File: src/hdl/ocd_pkg.sv
package ocd_pkg;

    // ----------------------------------------------------------------
    // clock rates and oscillator model
    // ----------------------------------------------------------------
    localparam longint SYS_CLK_HZ  = 125_000_000;
    localparam longint OSC_NOM_HZ  = 12_000_000;
    localparam int     OSC_ACC_W   = 16;
    // phase step for half periods of the oscillator (two per cycle)
    localparam logic [OSC_ACC_W-1:0] OSC_HALF_STEP =
        OSC_ACC_W'(((2 * OSC_NOM_HZ) << OSC_ACC_W) / SYS_CLK_HZ);

    // ----------------------------------------------------------------
    // configuration clock rates, as oscillator half periods per toggle
    // ----------------------------------------------------------------
    localparam longint CFGCLK_1M_HZ  = 1_000_000;
    localparam longint CFGCLK_6M_HZ  = 6_000_000;
    localparam longint CFGCLK_12M_HZ = 12_000_000;
    localparam int     CFGCLK_CNT_W  = 4;
    localparam logic [CFGCLK_CNT_W-1:0] CFGCLK_HALF_1M =
        CFGCLK_CNT_W'(OSC_NOM_HZ / CFGCLK_1M_HZ);
    localparam logic [CFGCLK_CNT_W-1:0] CFGCLK_HALF_6M =
        CFGCLK_CNT_W'(OSC_NOM_HZ / CFGCLK_6M_HZ);
    localparam logic [CFGCLK_CNT_W-1:0] CFGCLK_HALF_12M =
        CFGCLK_CNT_W'(OSC_NOM_HZ / CFGCLK_12M_HZ);

    typedef enum logic [1:0] {
        OCD_CFGCLK_1M,
        OCD_CFGCLK_6M,
        OCD_CFGCLK_12M
    } ocd_cfgclk_sel_t;

    // ----------------------------------------------------------------
    // divider layout
    // ----------------------------------------------------------------
    localparam int DIV_W     = 16;
    localparam int SEL1_W    = 2;
    localparam int SEL2_W    = 3;

    // ----------------------------------------------------------------
    // register map
    // ----------------------------------------------------------------
    localparam int ADDR_W = 4;
    localparam int DATA_W = 8;
    localparam logic [ADDR_W-1:0] ADDR_CTRL   = 4'h0;
    localparam logic [ADDR_W-1:0] ADDR_RATIO1 = 4'h1;
    localparam logic [ADDR_W-1:0] ADDR_RATIO2 = 4'h2;
    localparam logic [ADDR_W-1:0] ADDR_STATUS = 4'h3;

    localparam int CTRL_SRC_USER_BIT = 0;
    localparam int CTRL_CFGCLK_LSB   = 1;
    localparam int CTRL_MASTER_BIT   = 3;

    localparam int STAT_POR_DONE_BIT = 0;
    localparam int STAT_CLEARING_BIT = 1;
    localparam int STAT_OUT1_BIT     = 2;
    localparam int STAT_OUT2_BIT     = 3;
    localparam int STAT_CFGCLK_BIT   = 4;

    localparam logic                RST_SRC_USER   = 1'b0;
    localparam ocd_cfgclk_sel_t     RST_CFGCLK_SEL = OCD_CFGCLK_1M;
    localparam logic                RST_MASTER     = 1'b0;
    localparam logic [SEL1_W-1:0]   RST_SEL1       = 2'h0;
    localparam logic [SEL2_W-1:0]   RST_SEL2       = 3'h0;

    // ----------------------------------------------------------------
    // start-up sequence lengths in oscillator cycles
    // ----------------------------------------------------------------
    localparam int SEQ_CNT_W       = 16;
    localparam int POR_TICKS_DEF   = 1024;
    localparam int CLEAR_TICKS_DEF = 256;

endpackage

File: src/hdl/ocd_div_if.sv
`timescale 1ns/10ps
interface ocd_div_if;
    import ocd_pkg::*;
    logic              src_tick;
    logic [SEL1_W-1:0] sel1;
    logic [SEL2_W-1:0] sel2;
    logic              out1;
    logic              out2;
    logic [DIV_W-1:0]  count;

    modport ctrl (output src_tick, output sel1, output sel2,
                  input out1, input out2, input count);
    modport div  (input src_tick, input sel1, input sel2,
                  output out1, output out2, output count);
endinterface

File: src/hdl/ocd_divider.sv
`timescale 1ns/10ps
module ocd_divider
    import ocd_pkg::*;
(
    input  wire logic clk_sys_in,
    input  wire logic rst_b_in,
    ocd_div_if.div    dv
);

    logic [DIV_W-1:0] ctr_q;
    logic [DIV_W-1:0] ctr_d;
    logic             out1_q;
    logic             out2_q;
    logic [SEL2_W:0]  stage2;

    // ----------------------------------------------------------------
    // free-running synchronous count on the source tick
    // ----------------------------------------------------------------
    always_comb
    begin
        ctr_d = dv.src_tick ? ctr_q + 1'b1 : ctr_q;
    end

    always_ff @(posedge clk_sys_in)
    begin
        if (!rst_b_in)
            ctr_q <= '0;
        else
            ctr_q <= ctr_d;
    end

    // above 128 the second ratio steps by eight, so two stages (7 and 8) are skipped
    always_comb
    begin
        stage2 = {dv.sel2, dv.sel2[SEL2_W-1]};
    end

    // stage k is a square wave at source / 2^(k+1)
    always_ff @(posedge clk_sys_in)
    begin
        if (!rst_b_in)
        begin
            out1_q <= 1'b0;
            out2_q <= 1'b0;
        end
        else
        begin
            out1_q <= ctr_d[{dv.sel1, 1'b1}];
            out2_q <= ctr_d[stage2];
        end
    end

    assign dv.out1  = out1_q;
    assign dv.out2  = out2_q;
    assign dv.count = ctr_q;
endmodule // ocd_divider

File: src/hdl/osc_clock_divider.sv
`timescale 1ns/10ps
module osc_clock_divider
    import ocd_pkg::*;
#(
    parameter int POR_TICKS   = POR_TICKS_DEF,
    parameter int CLEAR_TICKS = CLEAR_TICKS_DEF
)
(
    input  wire logic              clk_sys_in,
    input  wire logic              rst_b_in,
    input  wire logic              user_clk_in,
    input  wire logic [ADDR_W-1:0] reg_addr_in,
    input  wire logic [DATA_W-1:0] reg_wdata_in,
    input  wire logic              reg_wr_in,
    input  wire logic              reg_rd_in,
    output logic      [DATA_W-1:0] reg_rdata_out,
    output logic                   first_divided_output_out,
    output logic                   second_divided_output_out,
    output logic                   configuration_clock_out,
    output logic                   por_done_out,
    output logic                   mem_clear_out
);

    // ----------------------------------------------------------------
    // configuration registers
    // ----------------------------------------------------------------
    logic              src_user_q;
    ocd_cfgclk_sel_t   cfgclk_sel_q;
    logic              master_q;
    logic [SEL1_W-1:0] sel1_q;
    logic [SEL2_W-1:0] sel2_q;
    logic [DATA_W-1:0] rdata_q;

    // ----------------------------------------------------------------
    // oscillator, source and start-up state
    // ----------------------------------------------------------------
    logic [OSC_ACC_W-1:0] osc_acc_q;
    logic                 osc_half;
    logic                 osc_lvl_q;
    logic                 osc_rise;
    logic                 user_q;
    logic                 user_rise;
    logic                 src_tick;
    logic [CFGCLK_CNT_W-1:0] cfgclk_cnt_q;
    logic [CFGCLK_CNT_W-1:0] cfgclk_half;
    logic                 cfgclk_q;

    typedef enum {ST_TIMEOUT, ST_CLEAR, ST_DONE} ocd_seq_t;
    ocd_seq_t             seq_q;
    logic [SEQ_CNT_W-1:0] seq_cnt_q;

    ocd_div_if div_bus ();

    // ----------------------------------------------------------------
    // register writes
    // ----------------------------------------------------------------
    // ratio registers sit at index 1 and 2 so the index names the output
    always_ff @(posedge clk_sys_in)
    begin
        if (!rst_b_in)
        begin
            src_user_q <= RST_SRC_USER;
            cfgclk_sel_q <= RST_CFGCLK_SEL;
            master_q   <= RST_MASTER;
            sel1_q     <= RST_SEL1;
            sel2_q     <= RST_SEL2;
        end
        else if (reg_wr_in)
        begin
            unique case (reg_addr_in)
                ADDR_CTRL:
                begin
                    src_user_q <= reg_wdata_in[CTRL_SRC_USER_BIT];
                    // code 3 is not a rate; fall back to the default
                    if (reg_wdata_in[CTRL_CFGCLK_LSB +: 2] == 2'h3)
                        cfgclk_sel_q <= OCD_CFGCLK_1M;
                    else
                        cfgclk_sel_q <= ocd_cfgclk_sel_t'(
                            reg_wdata_in[CTRL_CFGCLK_LSB +: 2]);
                    master_q <= reg_wdata_in[CTRL_MASTER_BIT];
                end
                ADDR_RATIO1: sel1_q <= reg_wdata_in[SEL1_W-1:0];
                ADDR_RATIO2: sel2_q <= reg_wdata_in[SEL2_W-1:0];
                default: ;
            endcase
        end
    end

    // ----------------------------------------------------------------
    // register reads
    // ----------------------------------------------------------------
    // data stand for exactly one cycle after the strobe, zero otherwise
    always_ff @(posedge clk_sys_in)
    begin
        if (!rst_b_in)
            rdata_q <= '0;
        else if (reg_rd_in)
        begin
            rdata_q <= '0;
            unique case (reg_addr_in)
                ADDR_CTRL:
                begin
                    rdata_q[CTRL_SRC_USER_BIT]     <= src_user_q;
                    rdata_q[CTRL_CFGCLK_LSB +: 2]  <= cfgclk_sel_q;
                    rdata_q[CTRL_MASTER_BIT]       <= master_q;
                end
                ADDR_RATIO1: rdata_q[SEL1_W-1:0] <= sel1_q;
                ADDR_RATIO2: rdata_q[SEL2_W-1:0] <= sel2_q;
                ADDR_STATUS:
                begin
                    rdata_q[STAT_POR_DONE_BIT] <= (seq_q == ST_DONE);
                    rdata_q[STAT_CLEARING_BIT] <= (seq_q == ST_CLEAR);
                    rdata_q[STAT_OUT1_BIT]     <= div_bus.out1;
                    rdata_q[STAT_OUT2_BIT]     <= div_bus.out2;
                    rdata_q[STAT_CFGCLK_BIT]   <= cfgclk_q;
                end
                default: ;
            endcase
        end
        else
            rdata_q <= '0;
    end

    // ----------------------------------------------------------------
    // internal oscillator
    // ----------------------------------------------------------------
    // phase accumulator; jitter of one system cycle is accepted
    always_ff @(posedge clk_sys_in)
    begin
        if (!rst_b_in)
            osc_acc_q <= '0;
        else
            osc_acc_q <= osc_acc_q + OSC_HALF_STEP;
    end

    // carry out of the accumulator marks each oscillator half period
    assign osc_half = (osc_acc_q + OSC_HALF_STEP) < osc_acc_q;
    assign osc_rise = osc_half && !osc_lvl_q;

    always_ff @(posedge clk_sys_in)
    begin
        if (!rst_b_in)
            osc_lvl_q <= 1'b0;
        else if (osc_half)
            osc_lvl_q <= !osc_lvl_q;
    end

    // ----------------------------------------------------------------
    // source selection
    // ----------------------------------------------------------------
    // user clock is sampled on the system clock, so it must stay
    // well below half the system rate
    always_ff @(posedge clk_sys_in)
    begin
        if (!rst_b_in)
            user_q <= 1'b0;
        else
            user_q <= user_clk_in;
    end

    assign user_rise = user_clk_in && !user_q;
    assign src_tick  = src_user_q ? user_rise : osc_rise;

    assign div_bus.src_tick = src_tick;
    assign div_bus.sel1     = sel1_q;
    assign div_bus.sel2     = sel2_q;

    ocd_divider u_divider (
        .clk_sys_in (clk_sys_in),
        .rst_b_in   (rst_b_in),
        .dv         (div_bus.div)
    );

    // ----------------------------------------------------------------
    // configuration clock
    // ----------------------------------------------------------------
    always_comb
    begin
        unique case (cfgclk_sel_q)
            OCD_CFGCLK_6M:  cfgclk_half = CFGCLK_HALF_6M;
            OCD_CFGCLK_12M: cfgclk_half = CFGCLK_HALF_12M;
            default:        cfgclk_half = CFGCLK_HALF_1M;
        endcase
    end

    // only driven in master mode and always from the oscillator
    always_ff @(posedge clk_sys_in)
    begin
        if (!rst_b_in || !master_q)
        begin
            cfgclk_cnt_q <= '0;
            cfgclk_q     <= 1'b0;
        end
        else if (osc_half)
        begin
            if (cfgclk_cnt_q >= cfgclk_half - 1'b1)
            begin
                cfgclk_cnt_q <= '0;
                cfgclk_q     <= !cfgclk_q;
            end
            else
                cfgclk_cnt_q <= cfgclk_cnt_q + 1'b1;
        end
    end

    // ----------------------------------------------------------------
    // power-on time-out and memory clear sequence
    // ----------------------------------------------------------------
    // always counted in oscillator cycles, whatever the divider source
    always_ff @(posedge clk_sys_in)
    begin
        if (!rst_b_in)
        begin
            seq_q     <= ST_TIMEOUT;
            seq_cnt_q <= '0;
        end
        else if (osc_rise)
        begin
            unique case (seq_q)
                ST_TIMEOUT:
                    if (seq_cnt_q == SEQ_CNT_W'(POR_TICKS - 1))
                    begin
                        seq_q     <= ST_CLEAR;
                        seq_cnt_q <= '0;
                    end
                    else
                        seq_cnt_q <= seq_cnt_q + 1'b1;
                ST_CLEAR:
                    if (seq_cnt_q == SEQ_CNT_W'(CLEAR_TICKS - 1))
                    begin
                        seq_q     <= ST_DONE;
                        seq_cnt_q <= '0;
                    end
                    else
                        seq_cnt_q <= seq_cnt_q + 1'b1;
                ST_DONE: ;
            endcase
        end
    end

    // ----------------------------------------------------------------
    // outputs
    // ----------------------------------------------------------------
    assign reg_rdata_out             = rdata_q;
    assign first_divided_output_out  = div_bus.out1;
    assign second_divided_output_out = div_bus.out2;
    assign configuration_clock_out   = cfgclk_q;

    // registered copies keep the status pins glitch free
    always_ff @(posedge clk_sys_in)
    begin
        if (!rst_b_in)
        begin
            por_done_out  <= 1'b0;
            mem_clear_out <= 1'b0;
        end
        else
        begin
            por_done_out  <= (seq_q == ST_DONE);
            mem_clear_out <= (seq_q == ST_CLEAR);
        end
    end
endmodule // osc_clock_divider

File: config.mk
export PLATFORM = sky130hd
export DESIGN_NAME = osc_clock_divider
export DESIGN_NICKNAME = d
export VERILOG_FILES = /design/src/hdl/ocd_pkg.sv /design/src/hdl/ocd_div_if.sv /design/src/hdl/ocd_divider.sv /design/src/hdl/osc_clock_divider.sv
export SDC_FILE = /design/constraint.sdc
export NUM_CORES = 1
export LEC_CHECK = 0
export ABC_CLOCK_PERIOD_IN_PS = 4540
export BUFFER_PORTS_ARGS = -buffer_cell sky130_fd_sc_hd__buf_2
export CORE_MARGIN = 4
export CORE_UTILIZATION = 40
export CTS_CLUSTER_DIAMETER = 100
export CTS_CLUSTER_SIZE = 40
export DETAILED_ROUTE_END_ITERATION = 8
export GPL_ROUTABILITY_DRIVEN = 0
export HOLD_SLACK_MARGIN = 0.1
export SLEW_MARGIN = 20
export SYNTH_ARGS = -nofsm -noshare
export SYNTH_HDL_FRONTEND = slang
export SYNTH_SLANG_ARGS = --single-unit
File: constraint.sdc
create_clock -name clk_sys_in -period 4.54 [get_ports clk_sys_in]
set_clock_uncertainty 0.15 [all_clocks]
set_input_delay 1.135 -clock clk_sys_in [delete_from_list [all_inputs] [get_ports clk_sys_in]]
set_output_delay 1.135 -clock clk_sys_in [all_outputs]
set_load 0.1 [all_outputs]
==> metrics <==
EDFF count, synth 0; Slew headroom 0.5481; drt total wl approximately 7700 µm; Hold Startpoint osc_acc_q[1]$_SDFF_PN0_; Sw Share 0.3409; Clock Tree Root clkbuf_8; CTS Sinks 74; Clock Latency Late Sink between 300 and 400 ps; max-slew violation count 0; hpwl dp 5480 µm; Synth cell types a little over 60; Hold Path End osc_acc_q[1]$_SDFF_PN0_; largest net degree at the start of global routing 25; CP Class reg -> reg; CTS Hold Buffers Added 0; nature of the critical path endpoint register; Cell Area, Synth 3918 µm²; Initial Util 0.4180; vias in the first global route between 2,000 and 3,000; Reg power frac 0.476; combinational share of power 0.214; detailed-route via count roughly 3,100; cells after synthesis 464; Least-Margin Pin Slew between 600 and 700 ps; port buffer count 22; core area 9371 µm²; Die W 107.0 µm; Data arrival, critical path a little under 4000 ps; GRT Resource Usage Total 0.1402; crit-path max FO 14; syn_area_per_cell between 8 and 9 µm²; DR DRC count 0; Filler Cells Inserted around 960; cell depth of the worst flop-to-flop path 14; Most used DFF post-synth dfxtp_1; clock buffer count from CTS 9; Fmax achieved between 0.2 and 0.3 GHz; clk slew on worst S/H paths around 80 ps; fin nets between 500 and 600; status completed; Detailed Route Iter0 Violations about 140; full die area roughly 11,000 µm²; GRT Residual Overflow 0; Worst path slowest cell a22oi_2; FFs w/ async S/R, synth 0; RSZ-0062 raised after global routing false; Clock power frac 0.310; Cell Int Power 1.016 mW; slowest stage delay, CP 580 ps; Post-DRT Antenna Nets 0; H-tree Lvls 3; crit path launch type register; DP Area just over 4000 µm²; Critical R2R Capture u_divider.dv.out1$_SDFF_PN0_; leading cell type in the layout, fill and taps excluded nor2_1; YS warnings 0; setup tns final 0 ps; Row Count 35; family with the most delay on the worst path compound AO/OA/AOI/OAI gates; WHS Path Cells 1; final setup fails 0; P&R area growth vs syn 9.103%; Max Cap Viol 0; peak supply drop 0.1498 mV; most frequent cells in the layout nor2_1, dfxtp_1, nand2_1, nand3_1, buf_2; worst endpoint required time about 4700 ps; crit path cell chain o21a_1 -> a21o_1 -> nand3_1 -> nand2_1 -> and2_1 -> ha_1 -> nor4b_1 -> a211o_1 -> a21oi_1 -> o22ai_4 -> a22oi_2 -> xor2_1 -> mux2_2 -> o32ai_2; Seq/Total Area, Yosys 0.3782; drt first pass iters 4; Design Power 1.541 mW; Net Sw Power about 0.53 mW; hold_ws 301.2 ps; Worst Path Buf+Inv 0; IO Count 30; vias per cell slightly above 5; drt wl/cell between 10 and 15 µm; final hold vios 0; CTS tree done; reg-to-reg slack, setup between 700 and 800 ps; Lkg Pwr ~1.7 nW; pwr dens between 300 and 400 nW/µm²; antenna cells 0; die span in y 107.0 µm; first-pass GRT wire length approximately 13,000 µm; FF-to-FF Start osc_acc_q[1]$_SDFF_PN0_; Final Cycle Share 0.8251; Design Area, Final roughly 4300 µm²; synthesis-stage register bit count 74; share of cells above drive strength 1 0.1245; Period minus WS final about 3700 ps; Clock Tree Buf Depth 2; postcts setup bufs 0; initial antenna violation count 0; hold crit path type reg -> reg; Gates resized, CTS repair 0
-- sequential cells by signal, summed over array words and instances (netlist names), 2 cells and up --
register	cells
cfgclk_cnt_q	4
osc_acc_q	15
div_bus.sel1	2
seq_cnt_q	16
u_divider.dv.count	16
div_bus.sel2	3
seq_q	2
reg_rdata_out	5
cfgclk_sel_q	2
-- cells in the mapped netlist, types with 6 or more instances --
| cell | count | share of area |
|---|---|---|
| ha_1 | 15 | 0.048 |
| and2_1 | 7 | 0.011 |
| nor4_1 | 8 | 0.013 |
| inv_1 | 19 | 0.018 |
| and3_1 | 11 | 0.018 |
| clkbuf_1 | 13 | 0.012 |
| nand3_1 | 23 | 0.029 |
| nand2_1 | 34 | 0.033 |
| nand4_1 | 10 | 0.016 |
| nor2b_1 | 11 | 0.018 |
| dfxtp_1 | 74 | 0.38 |
| o21a_1 | 6 | 0.011 |
| mux2i_1 | 11 | 0.028 |
| o21ai_0 | 8 | 0.010 |
| nor3_1 | 11 | 0.014 |
| xnor2_1 | 19 | 0.042 |
| nor2_1 | 75 | 0.072 |
| xor2_1 | 18 | 0.040 |
| a21oi_1 | 15 | 0.019 |
-- per-stage QoR --
step | util | std cells | setup slack, ps
2_1_floorplan | - | 466 | 1354
3_3_place_gp | 0.4363 | 595 | 857.5
4_1_cts | 0.4561 | 611 | 758.2
3_5_place_dp | 0.4363 | 595 | 802.4
5_1_grt | 0.4561 | 611 | 482.5
6_report | 0.4561 | 611 | 794.0
-- cell type report --
cell class	count	area, µm²	area share
clock buffer	9	123.9	0.02898
clock inverter	7	61.31	0.01434
inverter	20	75.07	0.01756
multi-input combinational	349	2253	0.5272
sequential	74	1481	0.3466
tap	129	161.4	0.03776
timing repair buffer	23	117.6	0.02752
-- kinds of logic (layout without fill, tap and decap cells) --
family                     after synthesis  after routing  synth area share
other                                    1              3         0.0009572
buffers and inverters                   43             59           0.04855
adders and majority gates               15             15           0.04791
and+or+nand+nor                        216            216            0.2769
DFF                                     74             74            0.3782
AOI/OAI and AO/OA                       61             61            0.1137
xor gates and xnor gates                37             37           0.08272
muxes                                   17             17           0.05110
-- worst max-delay path by stage --
stage | cells after the start | slack, ps | from | end
CTS | 14 | 760 | osc_acc_q[1]$_SDFF_PN0_ | u_divider.dv.out1$_SDFF_PN0_
floorplan | 15 | 1350 | osc_acc_q[1]$_SDFF_PN0_ | u_divider.dv.out2$_SDFF_PN0_
detailed placement | 14 | 800 | osc_acc_q[1]$_SDFF_PN0_ | u_divider.dv.out1$_SDFF_PN0_
global placement | 14 | 860 | osc_acc_q[1]$_SDFF_PN0_ | u_divider.dv.out1$_SDFF_PN0_
global route | 14 | 480 | osc_acc_q[1]$_SDFF_PN0_ | u_divider.dv.out1$_SDFF_PN0_
finish | 14 | 790 | osc_acc_q[1]$_SDFF_PN0_ | u_divider.dv.out1$_SDFF_PN0_
-- metal layers --
| metal | global-route usage | vias up | routed length [µm] |
|---|---|---|---|
| met3 | 0.02348 | 9 | 316 |
| met4 | 0.05662 | 0 | 112 |
| met2 | 0.2320 | 55 | 3522 |
| met5 | 0 | - | 0 |
| met1 | 0.1814 | 1434 | 3721 |
| li1 | - | 1619 | - |
-- power by group through the flow --
stage	Combinational (mW)	Sequential, mW	Clock [mW]
CTS	0.333	0.734	0.494
floorplan	0.243	0.778	0
detailed placement	0.330	0.749	0
global route	0.368	0.740	0.517
finish	0.330	0.734	0.477
global placement	0.325	0.747	0
Note: power is estimated with default switching activity, not from simulation.
